`src/logic/cdv_map.svh`:
```
// Purpose: Offsets, field positions, reset values and timing counts of the core DVS block
// Assumes: 8-bit registers on the internal register port of the serial engine
// Notes:   Definitions only
`ifndef CDV_MAP_SVH
`define CDV_MAP_SVH

// Register offsets
`define CDV_OFS_MODE        8'h04
`define CDV_OFS_CTRL2       8'h05
`define CDV_OFS_CORE        8'h06
`define CDV_OFS_SLEW        8'h07
`define CDV_OFS_LDO         8'h08

// Field positions
`define CDV_BIT_GO          7
`define CDV_BIT_PINSEL      6
`define CDV_BIT_RIPPLE      3
`define CDV_BIT_MEM         2
`define CDV_BIT_SYS         1
`define CDV_BIT_CORE        0
`define CDV_LDOB_LSB        4
`define CDV_LDOA_LSB        0

// Reset values
`define CDV_RST_MODE        4'h0
`define CDV_RST_CTRL2       8'h40
`define CDV_RST_CORE_LO     5'h14
`define CDV_RST_CORE_HI     5'h1e
`define CDV_RST_SLEW        3'h6
`define CDV_RST_LDO         8'h23
`define CDV_RST_MV_LO       11'd1300

// Code values
`define CDV_SLEW_IMMEDIATE  3'h7
`define CDV_CODE_TOP        5'h1f
`define CDV_VBASE_MV        11'd800
`define CDV_VSTEP_MV        11'd25
`define CDV_VTOP_MV         11'd1600

// Timing: one 25 mV step at the slowest rate of 0.15 mV/us (150 uV/us)
`define CDV_STEP_UV         25000
`define CDV_SLOWEST_UV_US   150
`define CDV_CLK_MHZ         20
`define CDV_SLOWEST_STEP_CYCLES ((`CDV_STEP_UV * `CDV_CLK_MHZ) / `CDV_SLOWEST_UV_US)

`endif

```
`src/logic/cdv_pkg.sv`:
```
// Purpose: Types shared by the core DVS block and its surroundings
// Assumes: cdv_map.svh holds all numbers
// Notes:   Types only
package cdv_pkg;

	// One access from the serial protocol engine
	typedef struct packed {
		logic [7:0] addr;
		logic [7:0] wdata;
		logic       wr;
		logic       rd;
	} cdv_reg_req_t;

	// Converter mode controls toward the analog side; ripple select is shared, the rest per converter
	typedef struct packed {
		logic       low_ripple;
		logic [2:0] forced_fixed_frequency;
		logic [2:0] discharge_on;
	} cdv_mode_t;

	typedef enum logic [0:0] {
		DVS_IDLE,
		DVS_RAMP
	} cdv_dvs_state_t;

endpackage

```
`src/logic/cdv_step_timer.sv`:
```
// Purpose: Paces the core code ramp, one tick per 25 mV step interval
// Assumes: slew codes 0..6 halve the interval each step
// Notes:   Tick is a one-cycle pulse from a flip-flop
`timescale 1ns/1ps
`include "cdv_map.svh"

module cdv_step_timer #(
	parameter int unsigned SLOWEST_STEP_CYCLES = `CDV_SLOWEST_STEP_CYCLES,
	parameter int unsigned CNT_W               = 12
) (
	input  wire logic             sys_clk,
	input  wire logic             rstn,
	input  wire logic             run,
	input  wire logic [2:0]       slew_code,
	output logic                  tick
);
	// Fastest rate must still give at least one cycle per step
	if ((SLOWEST_STEP_CYCLES >> 6) < 1 || SLOWEST_STEP_CYCLES >= (1 << CNT_W)) begin : g_chk
		$error("cdv_step_timer: SLOWEST_STEP_CYCLES does not fit the counter");
	end

	logic [CNT_W-1:0] count;
	wire  [CNT_W-1:0] interval  = CNT_W'(SLOWEST_STEP_CYCLES >> slew_code);
	wire  [CNT_W-1:0] reload    = interval - CNT_W'(1);
	wire              at_zero   = (count == '0);

	// Reload while stopped so a new ramp waits a full interval
	always_ff @(posedge sys_clk or negedge rstn) begin
		if (!rstn) begin
			count <= '0;
			tick  <= 1'b0;
		end else if (!run) begin
			count <= reload;
			tick  <= 1'b0;
		end else begin
			count <= at_zero ? reload : count - CNT_W'(1);
			tick  <= at_zero;
		end
	end

endmodule

```
`src/logic/cdv_core_ctrl.sv`:
```
// Purpose: Converter mode registers, core voltage code with slew ramp, regulator codes
// Assumes: Register port driven by the serial engine in sys_clk domain; inputs synchronous
// Notes:   Lockout and reset events load defaults synchronously while they are asserted
`timescale 1ns/1ps
`include "cdv_map.svh"

// Functional notes
// - Ripple bit 0 picks efficient light-load mode, 1 picks low-ripple mode.
// - Forced-PWM bits 2,1,0 hold memory, system, core converters in PWM.
// - Writing go 1 starts ramping the core code to the register target.
// - Go clears when stepped code equals target, and on undervoltage lockout.
// - Pin-select 1 uses the pin default 1.3 or 1.55 V, else register code.
// - Discharge bits actively discharge a converter output while it is disabled.
// - Second control register loads 40h on undervoltage lockout.
// - Core code default is 14h with pin low, 1Eh with pin high; upper bits zero.
// - Core code returns to default on lockout, both off, warm reset, power-on, backup low.
// - Slew code 0..6 doubles from 0.15 to 9.6 mV/us; 7 is immediate.
// - Slew register loads 06h on lockout; only three low bits exist.
// - Regulator register holds regulator b code in 6:4 and regulator a in 2:0.
// - Regulator register loads 23h on undervoltage lockout.
// - Core power-good flag reads zero while core is disabled or ramping.
module cdv_core_ctrl #(
	parameter int unsigned SLOWEST_STEP_CYCLES = `CDV_SLOWEST_STEP_CYCLES
) (
	input  wire logic                 sys_clk,
	input  wire logic                 rstn,
	input  wire cdv_pkg::cdv_reg_req_t reg_req,
	output logic [7:0]                reg_rdata,
	input  wire logic                 undervoltage_lockout,
	input  wire logic                 warm_reset_input_n,
	input  wire logic                 power_on_reset_active,
	input  wire logic                 backup_rail_low,
	input  wire logic [2:0]           conv_enabled,
	input  wire logic                 core_default_select_pin,
	input  wire logic                 core_below_target,
	output cdv_pkg::cdv_mode_t        conv_mode,
	output logic [4:0]                core_converter_code,
	output logic [10:0]               core_converter_mv,
	output logic [2:0]                linear_regulator_a_code,
	output logic [2:0]                linear_regulator_b_code,
	output logic                      core_power_good_flag_n,
	output logic                      dvs_busy
);
	import cdv_pkg::*;

	// Reset words as named constants, since a bare literal cannot be bit-selected
	localparam logic [7:0] RST_CTRL2 = `CDV_RST_CTRL2;
	localparam logic [7:0] RST_LDO   = `CDV_RST_LDO;

	// Address match, used by every write and read select
	function automatic logic hit(input logic [7:0] addr, input logic [7:0] ofs);
		return addr == ofs;
	endfunction

	// Code to millivolts for the core converter
	function automatic logic [10:0] code_to_mv(input logic [4:0] code);
		logic [10:0] mv;
		mv = `CDV_VBASE_MV + 11'(code) * `CDV_VSTEP_MV;
		if (code == `CDV_CODE_TOP) begin
			mv = `CDV_VTOP_MV;
		end
		return mv;
	endfunction

	// Register storage
	logic [3:0]      mode_bits;
	logic            go;
	logic            pin_select;
	logic [2:0]      discharge;
	logic [4:0]      core_target;
	logic [2:0]      slew;
	logic [2:0]      ldo_a;
	logic [2:0]      ldo_b;
	logic [4:0]      stepped_code;
	cdv_dvs_state_t  state;
	cdv_dvs_state_t  next_state;
	logic            step_tick;

	// Write strobes
	wire wr_mode  = reg_req.wr && hit(reg_req.addr, `CDV_OFS_MODE);
	wire wr_ctrl2 = reg_req.wr && hit(reg_req.addr, `CDV_OFS_CTRL2);
	wire wr_core  = reg_req.wr && hit(reg_req.addr, `CDV_OFS_CORE);
	wire wr_slew  = reg_req.wr && hit(reg_req.addr, `CDV_OFS_SLEW);
	wire wr_ldo   = reg_req.wr && hit(reg_req.addr, `CDV_OFS_LDO);

	// Core default follows the select pin
	// pin picks default
	wire [4:0] core_default = core_default_select_pin ? `CDV_RST_CORE_HI : `CDV_RST_CORE_LO;

	wire core_reset_evt = undervoltage_lockout
		| (~conv_enabled[`CDV_BIT_SYS] & ~conv_enabled[`CDV_BIT_CORE])
		| ~warm_reset_input_n
		| power_on_reset_active
		| backup_rail_low;

	// Ramp bookkeeping
	wire ramping     = (state == DVS_RAMP);
	wire at_target   = (stepped_code == core_target);
	wire ramp_done   = ramping && at_target;
	wire immediate   = (slew == `CDV_SLEW_IMMEDIATE);
	wire step_up     = stepped_code < core_target;

	// A fresh go write wins over a same-cycle completion, so the request is not lost
	// go starts ramp
	wire next_go = undervoltage_lockout ? 1'b0
		: wr_ctrl2 ? reg_req.wdata[`CDV_BIT_GO]
		: ramp_done ? 1'b0
		: go;

	// Next stepped code: hold, one step, or jump
	// one code per tick
	logic [4:0] next_stepped;
	always_comb begin
		next_stepped = stepped_code;
		if (core_reset_evt) begin
			next_stepped = core_default;
		end else if (ramping && !at_target) begin
			if (immediate) begin
				next_stepped = core_target;
			end else if (step_tick) begin
				next_stepped = step_up ? stepped_code + 5'h1 : stepped_code - 5'h1;
			end
		end
	end

	// Ramp state machine
	always_comb begin
		next_state = state;
		case (state)
			DVS_IDLE: begin
				if (go && !undervoltage_lockout) begin
					next_state = DVS_RAMP;
				end
			end
			DVS_RAMP: begin
				if (undervoltage_lockout || !go || ramp_done) begin
					next_state = DVS_IDLE;
				end
			end
			default: begin
				next_state = DVS_IDLE;
			end
		endcase
	end

	// Interval pacing runs only while ramping
	cdv_step_timer #(
		.SLOWEST_STEP_CYCLES (SLOWEST_STEP_CYCLES)
	) u_timer (
		.sys_clk   (sys_clk),
		.rstn      (rstn),
		.run       (ramping && !at_target),
		.slew_code (slew),
		.tick      (step_tick)
	);

	// Converter mode register, low four bits only
	// ripple select
	always_ff @(posedge sys_clk or negedge rstn) begin
		if (!rstn) begin
			mode_bits <= `CDV_RST_MODE;
		end else if (undervoltage_lockout) begin
			mode_bits <= `CDV_RST_MODE;
		end else if (wr_mode) begin
			mode_bits <= reg_req.wdata[3:0];
		end
	end

	// Second control register
	// loads 40h
	always_ff @(posedge sys_clk or negedge rstn) begin
		if (!rstn) begin
			pin_select <= RST_CTRL2[`CDV_BIT_PINSEL];
			discharge  <= RST_CTRL2[2:0];
		end else if (undervoltage_lockout) begin
			pin_select <= RST_CTRL2[`CDV_BIT_PINSEL];
			discharge  <= RST_CTRL2[2:0];
		end else if (wr_ctrl2) begin
			pin_select <= reg_req.wdata[`CDV_BIT_PINSEL];
			discharge  <= reg_req.wdata[2:0];
		end
	end

	// Go bit and ramp state
	always_ff @(posedge sys_clk or negedge rstn) begin
		if (!rstn) begin
			go    <= RST_CTRL2[`CDV_BIT_GO];
			state <= DVS_IDLE;
		end else begin
			go    <= next_go;
			state <= next_state;
		end
	end

	// Core target code; async reset takes the low default, pin is caught at the next core reset event
	// reload default
	always_ff @(posedge sys_clk or negedge rstn) begin
		if (!rstn) begin
			core_target <= `CDV_RST_CORE_LO;
		end else if (core_reset_evt) begin
			core_target <= core_default;
		end else if (wr_core) begin
			core_target <= reg_req.wdata[4:0];
		end
	end

	// Stepped code tracks the target during a ramp
	always_ff @(posedge sys_clk or negedge rstn) begin
		if (!rstn) begin
			stepped_code <= `CDV_RST_CORE_LO;
		end else begin
			stepped_code <= next_stepped;
		end
	end

	// Slew and regulator registers
	// slew loads 06h
	always_ff @(posedge sys_clk or negedge rstn) begin
		if (!rstn) begin
			slew  <= `CDV_RST_SLEW;
			ldo_a <= RST_LDO[`CDV_LDOA_LSB +: 3];
			ldo_b <= RST_LDO[`CDV_LDOB_LSB +: 3];
		end else if (undervoltage_lockout) begin
			slew  <= `CDV_RST_SLEW;
			ldo_a <= RST_LDO[`CDV_LDOA_LSB +: 3];
			ldo_b <= RST_LDO[`CDV_LDOB_LSB +: 3];
		end else begin
			if (wr_slew) begin
				slew <= reg_req.wdata[2:0];
			end
			if (wr_ldo) begin
				ldo_a <= reg_req.wdata[`CDV_LDOA_LSB +: 3];
				ldo_b <= reg_req.wdata[`CDV_LDOB_LSB +: 3];
			end
		end
	end

	// Read data selection; unmapped offsets read zero
	// unused bits zero
	wire [7:0] rd_mode  = {4'h0, mode_bits};
	wire [7:0] rd_ctrl2 = {go, pin_select, 3'h0, discharge};
	wire [7:0] rd_core  = {3'h0, core_target};
	wire [7:0] rd_slew  = {5'h0, slew};
	wire [7:0] rd_ldo   = {1'b0, ldo_b, 1'b0, ldo_a};
	wire [7:0] rd_mux   = hit(reg_req.addr, `CDV_OFS_MODE)  ? rd_mode
		: hit(reg_req.addr, `CDV_OFS_CTRL2) ? rd_ctrl2
		: hit(reg_req.addr, `CDV_OFS_CORE)  ? rd_core
		: hit(reg_req.addr, `CDV_OFS_SLEW)  ? rd_slew
		: hit(reg_req.addr, `CDV_OFS_LDO)   ? rd_ldo
		: 8'h00;

	// Read data held until the next read
	always_ff @(posedge sys_clk or negedge rstn) begin
		if (!rstn) begin
			reg_rdata <= 8'h00;
		end else if (reg_req.rd) begin
			reg_rdata <= rd_mux;
		end
	end

	// Effective core code: pin default or stepped register code
	// pin select
	wire [4:0] eff_code = pin_select ? core_default : stepped_code;

	// Power-good flag masked while disabled or ramping; busy is go or ramp
	// flag forced zero
	wire pg_flag = conv_enabled[`CDV_BIT_CORE] & ~go & ~ramping & core_below_target;

	// Outputs toward the analog side, all registered
	// discharge when disabled
	always_ff @(posedge sys_clk or negedge rstn) begin
		if (!rstn) begin
			conv_mode               <= '0;
			core_converter_code     <= `CDV_RST_CORE_LO;
			core_converter_mv       <= `CDV_RST_MV_LO; // Matches the 14h reset code
			linear_regulator_a_code <= RST_LDO[`CDV_LDOA_LSB +: 3];
			linear_regulator_b_code <= RST_LDO[`CDV_LDOB_LSB +: 3];
			core_power_good_flag_n  <= 1'b0;
			dvs_busy                <= 1'b0;
		end else begin
			conv_mode.low_ripple             <= mode_bits[`CDV_BIT_RIPPLE];
			conv_mode.forced_fixed_frequency <= mode_bits[2:0];
			conv_mode.discharge_on           <= discharge & ~conv_enabled;
			core_converter_code              <= eff_code;
			core_converter_mv                <= code_to_mv(eff_code);
			linear_regulator_a_code          <= ldo_a;
			linear_regulator_b_code          <= ldo_b;
			core_power_good_flag_n           <= pg_flag;
			dvs_busy                         <= go | ramping;
		end
	end

endmodule

```
`config.mk`:
```
export PLATFORM = sky130hd
export DESIGN_NAME = cdv_core_ctrl
export DESIGN_NICKNAME = d
export VERILOG_FILES = /design/src/logic/cdv_pkg.sv /design/src/logic/cdv_step_timer.sv /design/src/logic/cdv_core_ctrl.sv
export VERILOG_INCLUDE_DIRS = /design/src /design/src/logic
export SDC_FILE = /design/constraint.sdc
export NUM_CORES = 1
export LEC_CHECK = 0
export ABC_AREA = 1
export BUFFER_PORTS_ARGS = -buffer_cell sky130_fd_sc_hd__buf_2
export CELL_PAD_IN_SITES_DETAIL_PLACEMENT = 2
export CELL_PAD_IN_SITES_GLOBAL_PLACEMENT = 2
export CORE_UTILIZATION = 35
export DETAILED_ROUTE_END_ITERATION = 8
export PLACE_DENSITY = 0.9
export SLEW_MARGIN = 30
export SYNTH_ARGS = -nofsm -noshare
export SYNTH_HDL_FRONTEND = slang
export SYNTH_SLANG_ARGS = --single-unit
```
`constraint.sdc`:
```
create_clock -name sys_clk -period 3.51 [get_ports sys_clk]
set_clock_uncertainty 0.1 [all_clocks]
set_input_delay 0.1755 -clock sys_clk [delete_from_list [all_inputs] [get_ports sys_clk]]
set_output_delay 0.1755 -clock sys_clk [all_outputs]
set_load 0.01 [all_outputs]
```
==> results by group, run 1 <==
Status
  – Status: finished, final reports clean

Finish
  – Nets@finish: 691
  – Layout Utilization: 0.4333
  – Share of layout cells above drive strength 1: 0.2651
  – Syn-to-layout area delta: 18.99%
  – Antenna Cells: 0

Clocking
  – H-tree lvl count: 3
  – Post-CTS Setup Bufs: 0
  – Num Clock Sinks: 81
  – Worst-Skew Late Latency: 360 ps
  – Clock tree buffer depth: 2
  – CTS tree: yes
  – CTS Buf Count: 9
  – Root Buffer: clkbuf_16
  – Worst-path clk slew: 80 ps

Timing
  – Final Hold Viols: 0
  – Final period util: 0.9530
  – Fin Setup TNS: 0 ps
  – Worst Max-Slew Pin Slew: 781.6 ps
  – RSZ-0062 raised after global routing: false
  – FMAX: 298.9 MHz
  – Final Critical Period: 3345 ps
  – Slew headroom: 0.4789
  – Slew Limit Fails: 0
  – Final setup fails: 0

Synth
  – Netlist Area Pre-Place: 0.004652 mm2
  – Register area share after synthesis: 0.4408
  – Synth cell types: 43
  – Mapped Avg Cell Area: 8.536 um2
  – Most frequent cell after synthesis: nand2_1
  – Synth cell count leaders: 110 x nand2_1, 73 x inv_1, 62 x dfrtp_1
  – Syn_nets: 611
  – Synth Register Bits: 81
  – Largest cells by area after synthesis: dfrtp_1 33%, dfstp_2 11%, ha_1 9.4%, nand2_1 8.9%, inv_1 5.9%
  – Synth area leader: dfrtp_1
  – Share of flip-flops with an asynchronous set or reset: 1.000
  – Post-synth EDFFs: 0
  – Top-area cell type share of the netlist area: 0.3335
  – Cells after synthesis: 545
  – Yosys warns: 0
  – Main synth FF type: dfrtp_1

GRT
  – First-pass GRT wire length: 26.46 mm
  – Remaining global-route overflow: 0
  – Initial antenna violation count: 0
  – Vias in the first global route: 4815
  – GRT Total Usage: 0.2632
  – Pin count of the biggest net entering global routing: 82

Floorplanning
  – Core Area: 0.01277 mm2
  – DIE HEIGHT: 117.3 um
  – Starting density of the core: 0.3642
  – Die area: 0.01376 mm2
  – Die width: 117.3 um
  – Ports: 68
  – Row count: 41

Route
  – Post-detailed-route wirelength per cell: 20.96 um
  – Vias: 4186
  – Drt drc: 0
  – Drt total wl: 16.81 mm
  – 1st-iter DRT viols: 131
  – DRT antenna net count: 0
  – Drt via density: 5.219
  – Drt pass-1 iters: 4

Power and ir drop
  – Leakage: 2.944 nW
  – Worst VDD drop: 0.0002725 V
  – Tot Pwr: 2.570 mW
  – PwrDens: 464.2 mW/mm2

Setup path
  – R2r setup slk: 160 ps
  – Max FO, Critical Path: 7
  – Number of cells on the worst reg-to-reg path: 13
  – Critical Path RT: 3640 ps
  – Crit end category: flip-flop
  – Worst reg2reg path startpoint: pin_select
  – Setup crit start kind: flip-flop
  – Worst Setup SP: pin_select
  – Critical Path AT: 3480 ps
  – CP Class: reg -> reg

Placement
  – Final Wtd Congestion: 0.8747
  – IO Port Bufs: 67
  – Dpl hpwl: 11.93 mm

Worst hold path
  – Hold path depth: 3
  – Hold path startpoint: reg_req[7]
  – Hold Crit Class: in -> reg

Run
  – Total of max-cap violations: 0
-- logic make-up (layout without fill, tap and decap cells) --
group,after synthesis,after routing,share of synthesized area
AND/OR/NAND/NOR,255,255,0.2690
buffers and inverters,88,173,0.07504
flip-flops,81,81,0.4408
AO/OA/AOI/OAI,71,71,0.08795
adder cells (fa/ha/maj),37,37,0.1027
XOR/XNOR,13,13,0.02448
-- power by group --
group / internal, mW / leakage (nW) / switching (mW) / total, mW
registers: 1.01 / 1.01 / 0.0600 / 1.07
logic: 0.193 / 1.80 / 0.352 / 0.545
clock network: 0.507 / 0.140 / 0.444 / 0.951
total: 1.71 / 2.94 / 0.856 / 2.57
-- cells in the final DEF, fill, tap and decap left out, types with 4 or more instances in the layout --
cell	netlist	final
nand2_2	14	14
nor2_2	6	6
nor2_1	46	46
dfrtp_1	62	62
clkbuf_16	0	9
xor2_1	10	10
nor2_4	8	8
buf_2	1	66
or2_2	5	5
o21ai_2	8	8
nand4_1	4	4
a21oi_2	2	4
o21ai_0	24	24
nand3_1	45	45
dlygate4sd3_1	0	6
nand2_1	110	110
a21oi_1	26	24
inv_1	73	73
inv_2	8	8
ha_1	35	35
dfstp_2	19	19
-- state kept, by name, summed over array words and instances, names as in the netlist --
name	cells
pin_select	1
conv_mode	7
core_converter_mv	11
core_target	5
dvs_busy	1
ramping	1
core_converter_code	5
u_timer.count	12
u_timer.tick	1
discharge	3
slew	3
ldo_a	3
reg_rdata	8
linear_regulator_b_code	3
go	1
linear_regulator_a_code	3
core_power_good_flag_n	1
stepped_code	5
ldo_b	3
mode_bits	4
-- per-stage QoR --
step           hold slack (ps)  cells  worst slack [ps]  instance area, um2
5_1_grt                  16.78    802             58.34                5535
6_report                 4.050    802             164.8                5535
2_1_floorplan           -220.1    545             608.4                4652
4_1_cts                  5.420    802             62.06                5528
3_3_place_gp             226.4    780             480.0                5177
3_5_place_dp             191.4    780             184.3                5181
-- per-layer routing --
metal | wire length [um] | GRT usage
met4 | 528 | 0.1173
met1 | 6911 | 0.2989
met5 | 0 | 0
met2 | 8928 | 0.4894
met3 | 442 | 0.03502
-- repair_timing --
item / CTS / global route
gates resized for setup: 0 / 2
hold buffers: 6 / 0
endpoints found under the setup margin: 0 / 1
hold endpoints to repair: 67 / 0
-- final timing paths --
check                                                  end
worst min-delay path                              ldo_b[1]
worst min register to register  linear_regulator_b_code[1]
max in group asynchronous                u_timer.count[11]
min in group asynchronous                     conv_mode[1]
worst max register to register        core_converter_mv[9]
worst max-delay path                  core_converter_mv[9]
-- critical path: stages, from the launching register on --
cell,delay [ps]
dfstp_2,600
inv_1,100
a21oi_2,190
inv_1,110
ha_1,230
ha_1,310
ha_1,320
ha_1,260
fa_1,430
nand2_1,130
nand2_1,70
a21oi_2,160
or2_2,130
nand3_1,70
-- area by class of cell --
type                    instances  area, um2
fillers                      1442       7238
well taps                     172      215.2
clock buffers                  10      239.0
inverters                      83      314.1
flip-flops and latches         81       2051
repair buffers                 74      409.1
multi-input cells             376       2260
clock inverters                 6      47.55
(Power assumes the default switching activity.)
==> run 2, diff against run 1 <==
Settings changed: GPL_TIMING_DRIVEN set to 0.
Clock period 3.51 ns to 3.1 ns, I/O delays scaled along.
==> run 2 against run 1 <==
The run now ends with negative setup slack left. Clock-buffer cell count is the same. Cell count grew 1.7%. Combinational power grew 41%. Worst hold slack gained 0.65 ps. Non-clock buffer count grew 14. Maximum frequency grew 3.1%. Design area grew 6.4%. First-iteration DRC count grew 77%. Die area is the same. Clock power grew 24%. Sequential share of layout area shrank 2.2 points. Critical path type unchanged.
==> results by group, run 2 (same netlist as run 1, synthesis figures left out) <==
Status
  – Status: finished, violations left
  – Failing checks: negative setup slack

Setup path
  – CP Class: reg -> reg
  – Crit end category: flip-flop
  – Critical Path AT: 3390 ps (-90 ps)
  – Critical Path RT: 3250 ps (-390 ps)
  – Max FO, Critical Path: 5 (-2)
  – Setup crit start kind: flip-flop

Route
  – DRT antenna net count: 0 (unchanged)
  – Post-detailed-route wirelength per cell: 26.53 um (+27%)
  – Drt via density: 5.525 (+5.8%)
  – Vias: 4508 (+7.7%)
  – 1st-iter DRT viols: 232 (+77%)
  – Drt pass-1 iters: 4 (unchanged)
  – Drt total wl: 21.65 mm (+29%)
  – Drt drc: 0 (unchanged)

GRT
  – Initial antenna violation count: 0 (unchanged)
  – Pin count of the biggest net entering global routing: 48 (-41%)
  – Vias in the first global route: 5160 (+7.2%)
  – Remaining global-route overflow: 0 (unchanged)
  – GRT Total Usage: 0.3056 (+0.04244)
  – First-pass GRT wire length: 29.97 mm (+13%)

Power and ir drop
  – Seq pwr share: 0.386 (-0.032)
  – Worst VDD drop: 0.0002640 V (-3.1%)
  – PwrDens: 538.0 mW/mm2 (+16%)
  – Combinational Power Share: 0.242 (+0.030)
  – Net Switching: 1.104 mW (+29%)
  – Clk pwr share: 0.372 (+0.002)
  – Sw Ratio: 0.3484 (+0.01534)
  – Leakage: 3.017 nW (+2.5%)
  – Internal Power: 2.064 mW (+20%)

Clocking
  – Worst-Skew Late Latency: 370 ps (about the same)
  – Worst-path clk slew: 80 ps (about the same)
  – Root Buffer: clkbuf_16
  – CTS tree: yes
  – H-tree lvl count: 3 (unchanged)
  – Clock tree buffer depth: 2 (unchanged)
  – CTS Buf Count: 9 (unchanged)
  – Num Clock Sinks: 81 (unchanged)

Floorplanning
  – Ports: 68 (unchanged)
  – Row count: 41 (unchanged)
  – Core Area: 0.01277 mm2 (unchanged)
  – Die width: 117.3 um (unchanged)
  – Starting density of the core: 0.3642 (unchanged)
  – DIE HEIGHT: 117.3 um (unchanged)
  – Die area: 0.01376 mm2 (unchanged)

Timing
  – Final Critical Period: 3245 ps (-100.6 ps)
  – Worst Max-Slew Pin Slew: 629.9 ps (-151.7 ps)
  – Worst Setup Slack, final: -144.6 ps (-309.4 ps)
  – Final period util: 1.047 (+0.09361)
  – Final Hold Viols: 0 (unchanged)
  – Slew headroom: 0.5800 (+0.1011)
  – Fin Setup TNS: -288.7 ps (-288.7 ps)
  – Final setup fails: 3 (+3)
  – Slew Limit Fails: 0 (unchanged)
  – FMAX: 308.2 MHz (+3.1%)

Worst hold path
  – Hold Crit Class: in -> reg

Finish
  – Commonest non-fill, non-tap cell in the layout: nand2_1
  – Most frequent cells in the layout: 107 x nand2_1, 68 x inv_1, 67 x buf_2
  – Max reg flops: 12 (unchanged)
  – Share of layout cells above drive strength 1: 0.3168 (+0.05169)
  – Syn-to-layout area delta: 26.57%
  – Non-filler cells, final: 816 (+1.7%)
  – Antenna Cells: 0 (unchanged)
  – Nets@finish: 705 (+2.0%)
  – Top Registers: u_timer.count: 12 flops, core_converter_mv: 11 flops, reg_rdata: 8 flops
  – Largest Register: u_timer.count

Placement
  – Final Wtd Congestion: 0.8805 (+0.66%)
  – Dpl hpwl: 11.80 mm (-1.0%)
  – Placed cells: 785 (+0.64%)
  – IO Port Bufs: 67 (unchanged)

Run
  – Total of max-cap violations: 0 (unchanged)
-- run 2: changes by cell type in the layout (fill, tap and decap cells not counted), sizes merged --
cell	previous run	this run
bufinv	0	1
buf	68	79
clkbuf	10	11
inv	85	84
dlygate4sd3	6	8
-- run 2: worst paths after layout --
path / startpoint / slack (ps) / endpoint / cells after the start
max: pin_select / -140 / core_converter_mv[8] / 13
min: reg_req[9] / 5 / go / 3
max reg2reg: pin_select / -140 / core_converter_mv[8] / 13
min reg2reg: ldo_a[1] / 280 / linear_regulator_a_code[1] / 0
max in group asynchronous: rstn / 2080 / stepped_code[4] / 3
min in group asynchronous: rstn / 170 / mode_bits[2] / 2
-- run 2: power groups by stage --
stage	clock (mW)	combinational [mW]	sequential, mW
floorplan	0	0.369	1.23
global route	1.22	0.821	1.23
finish	1.18	0.767	1.22
CTS	1.18	0.671	1.21
detailed placement	0	0.605	1.23
global placement	0	0.540	1.22
-- run 2: timing repair --
| action | 4_1_cts | 5_1_grt |
|---|---|---|
| endpoints found under the hold margin | 76 | 0 |
| gates resized for setup | 17 | 21 |
| setup endpoints to repair | 5 | 4 |
| setup buffers | 3 | 4 |
| pin swaps | 4 | 7 |
| hold buffers | 8 | 0 |
-- run 2: metal layers --
| metal | track usage | wire (um) |
|---|---|---|
| met5 | 0 | 0 |
| met4 | 0.1916 | 1106 |
| met3 | 0.05973 | 1086 |
| met2 | 0.5494 | 11090 |
| met1 | 0.3295 | 8365 |
-- run 2: area by class of cell --
| class | instances | area [um2] |
|---|---|---|
| Buffer | 5 | 35.03 |
| Clock buffer | 10 | 229.0 |
| Clock inverter | 6 | 75.07 |
| Fill cell | 1350 | 6885 |
| Inverter | 83 | 316.6 |
| Multi-Input combinational cell | 376 | 2461 |
| Sequential cell | 81 | 2051 |
| Tap cell | 172 | 215.2 |
| Timing Repair Buffer | 83 | 505.5 |
-- run 2: critical path, stage by stage (launching register included) --
cell	delay (ps)
dfstp_2	420
buf_4	170
nor2_1	250
inv_2	100
ha_1	330
inv_1	60
ha_1	330
ha_4	280
ha_4	270
nand2_1	70
nand2_1	100
a31oi_2	210
xor2_1	140
nor2_1	280
-- run 2: per-stage QoR --
stage	hold slack, ps	cell area [um2]	worst slack, ps	utilization	total power, mW
finish	4.697	5888	-144.6	0.4610	3.168
global route	21.25	5888	-190.7	0.4610	3.269
CTS	15.45	5715	-32.28	0.4474	3.061
detailed placement	-24.85	5236	-338.0	0.4099	1.834
global placement	206.1	5202	-91.12	0.4073	1.761
floorplan	-240.6	4652	198.4	-	1.601
==> run 3, diff against run 2 <==
--- a/config.mk
+++ b/config.mk
@@ -13,4 +13,6 @@
 export CORE_UTILIZATION = 35
+export CTS_CLUSTER_SIZE = 25
 export DETAILED_ROUTE_END_ITERATION = 8
 export GPL_TIMING_DRIVEN = 0
+export MAX_ROUTING_LAYER = met4
 export PLACE_DENSITY = 0.9
--- a/constraint.sdc
+++ b/constraint.sdc
@@ -4,2 +4,2 @@
 set_output_delay 0.155 -clock sys_clk [all_outputs]
-set_load 0.01 [all_outputs]
+set_load 0.005 [all_outputs]
==> run 3 against run 2 <==
Sequential cell count is the same. Largest power group unchanged. Utilization shrank 0.75 points. Sequential share of layout area rose by 0.58 points. Maximum frequency is 1.7% higher. Total power shrank 1.2%. The flow still finishes with violations (negative setup slack). Setup slack gained 54 ps. Register-to-register slack gained 50 ps.
==> results by group, run 3 (same netlist as run 1, synthesis figures left out) <==
GRT
  – Remaining global-route overflow: 0 (unchanged)
  – Initial antenna violation count: 0 (unchanged)
  – Pin count of the biggest net entering global routing: 48 (unchanged)
  – First-pass GRT wire length: 29.99 mm (about the same)
  – GRT Total Usage: 0.3160 (+0.01035)
  – Vias in the first global route: 5139 (-0.41%)

Finish
  – Top Registers: u_timer.count: 12 flops, core_converter_mv: 11 flops, reg_rdata: 8 flops
  – Antenna Cells: 0 (unchanged)
  – Register cell area after layout: 0.002051 mm2 (unchanged)
  – Commonest non-fill, non-tap cell in the layout: nand2_1
  – Most frequent cells in the layout: 107 x nand2_1, 68 x inv_1, 67 x buf_2
  – Footprint of the multi-input gates: 0.002394 mm2 (-2.7%)
  – Max reg flops: 12 (unchanged)
  – Share of layout cells above drive strength 1: 0.3042 (-0.01256)
  – Largest Register: u_timer.count
  – # fillers: 1358 (+0.59%)
  – Syn-to-layout area delta: 24.50%
  – Layout Utilization: 0.4534 (-0.007543)
  – Nets@finish: 702 (-0.43%)
  – Final instance area: 0.005792 mm2 (-1.6%)

Setup path
  – Worst path bufs/invs: 2 (-1)
  – Worst reg2reg path startpoint: pin_select
  – Setup crit start kind: flip-flop
  – Slowest cell on crit path: dfstp_2
  – Most used cell, CP: ha_4
  – Worst Setup SP: pin_select
  – Critical Path RT: 3230 ps (-20 ps)
  – Worst path cell trace: inv_2, a21oi_4, inv_2, ha_1, ha_4, ha_4, ha_4, fa_2, nand2_2, nand2_2, a21oi_4, or2_4, nand3_1
  – Critical Path AT: 3320 ps (-70 ps)
  – Crit end category: flip-flop
  – CP delay by family, top: adder cells
  – R2r setup slk: -90 ps (+50 ps)
  – Max FO, Critical Path: 4 (-1)
  – CP Class: reg -> reg
  – Max incr delay on CP: 600 ps (+180 ps)

Clocking
  – Worst-path clk slew: 80 ps (about the same)
  – CTS tree: yes
  – Worst-Skew Late Latency: 370 ps (about the same)
  – H-tree lvl count: 3 (unchanged)
  – Num Clock Sinks: 81 (unchanged)
  – Root Buffer: clkbuf_16
  – CTS Buf Count: 9 (unchanged)
  – Clock tree buffer depth: 2 (unchanged)

Timing
  – RSZ-0062 raised after global routing: true
  – Final period util: 1.029 (-0.01734)
  – Slew headroom: 0.6046 (+0.02456)
  – Fin Setup TNS: -113.0 ps (+175.8 ps)
  – Slew Limit Fails: 0 (unchanged)
  – Final Hold Viols: 0 (unchanged)
  – Worst Max-Slew Pin Slew: 593.1 ps (-36.84 ps)
  – Final setup fails: 2 (-1)
  – Worst Setup Slack, final: -90.83 ps (+53.76 ps)
  – FMAX: 313.4 MHz (+1.7%)
  – Final Critical Period: 3191 ps (-53.76 ps)
  – Min Hold Slack: 22.72 ps (+18.02 ps)

Worst hold path
  – Hold Crit Class: in -> reg
  – Hold path startpoint: reg_req[2]

Route
  – Drt total wl: 20.49 mm (-5.3%)
  – Drt via density: 5.514 (-0.19%)
  – Vias: 4483 (-0.55%)
  – 1st-iter DRT viols: 281 (+21%)
  – DRT antenna net count: 0 (unchanged)
  – Drt drc: 0 (unchanged)
  – Drt pass-1 iters: 5 (+1)
  – Post-detailed-route wirelength per cell: 25.21 um (-5.0%)

Floorplanning
  – Die width: 117.3 um (unchanged)
  – Starting density of the core: 0.3642 (unchanged)
  – Row count: 41 (unchanged)
  – Die area: 0.01376 mm2 (unchanged)
  – DIE HEIGHT: 117.3 um (unchanged)
  – Core Area: 0.01277 mm2 (unchanged)
  – Ports: 68 (unchanged)

Placement
  – Dpl hpwl: 11.80 mm (unchanged)
  – Post-DP Area: 0.005236 mm2 (unchanged)
  – IO Port Bufs: 67 (unchanged)
  – Placement Setup Slack: -338.0 ps (unchanged)
  – Final Wtd Congestion: 0.8951 (+1.7%)

Power and ir drop
  – PwrDens: 540.2 mW/mm2 (+0.42%)
  – Worst VDD drop: 0.0003518 V (+33%)
  – Leakage: 2.997 nW (-0.67%)

Run
  – Total of max-cap violations: 0 (unchanged)

Status
  – Status: finished, violations left
  – Failing checks: negative setup slack
-- run 3: cell types whose count changed in the layout (fill, tap and decap cells not counted) --
| cell | delta |
|---|---|
| ha_4 | -5 |
| ha_1 | +4 |
| buf_4 | -2 |
| buf_6 | -1 |
| ha_2 | +1 |
| inv_2 | +1 |
| inv_4 | -1 |
| nand3_1 | +1 |
| nand3_2 | -1 |
| nor2_1 | +1 |
| nor2_2 | -1 |
-- run 3: worst register-to-register path: cells and delay by family, from the launching register on --
family | cells | cell delay [ps]
buffers and inverters | 2 | 190
DFF | 1 | 600
adders and majority gates | 5 | 1390
and+or+nand+nor | 4 | 420
AOI/OAI and AO/OA | 2 | 350
-- run 3: layout make-up --
type / instances / area share
well taps: 172 / 0.03716
clock buffers: 10 / 0.03953
clock inverters: 6 / 0.01296
repair buffers: 80 / 0.08274
flip-flops and latches: 81 / 0.3541
multi-input cells: 376 / 0.4133
plain buffers: 5 / 0.006049
inverters: 83 / 0.05422
-- run 3: per-stage QoR --
step / std cells / total power, mW
floorplan: 545 / 1.587
global placement: 784 / 1.747
detailed placement: 785 / 1.820
CTS: 812 / 3.047
global route: 813 / 3.231
finish: 813 / 3.129
-- run 3: what timing repair did --
action,4_1_cts,5_1_grt
gates resized for setup,17,11
endpoints found under the hold margin,76,0
pin swaps,4,4
cloned,0,0
setup endpoints to repair,5,4
hold buffers,8,0
setup buffers,3,1
-- run 3: path summary, 6_finish.rpt --
check                                             endpoint  cells past startpoint
worst max-delay path                  core_converter_mv[9]                     13
worst min register to register  linear_regulator_b_code[1]                      0
max in group asynchronous                  stepped_code[4]                      3
min in group asynchronous                     mode_bits[2]                      2
worst max register to register        core_converter_mv[9]                     13
worst min-delay path                        core_target[0]                      3
-- run 3: per-layer routing --
metal / share of wire / vias up / routed length, um / track usage
met5: 0 / - / 0 / -
met1: 0.38 / 2272 / 7858 / 0.3331
li1: - / 1931 / - / -
met2: 0.52 / 189 / 10730 / 0.5561
met4: 0.050 / 0 / 1019 / 0.1789
met3: 0.043 / 91 / 886 / 0.05716
-- run 3: power breakdown --
group          total (mW)  switching [mW]  internal (mW)  leakage (nW)
Sequential           1.22          0.0691           1.15          1.01
Clock                1.18           0.541          0.638         0.145
Combinational       0.734           0.466          0.268          1.85
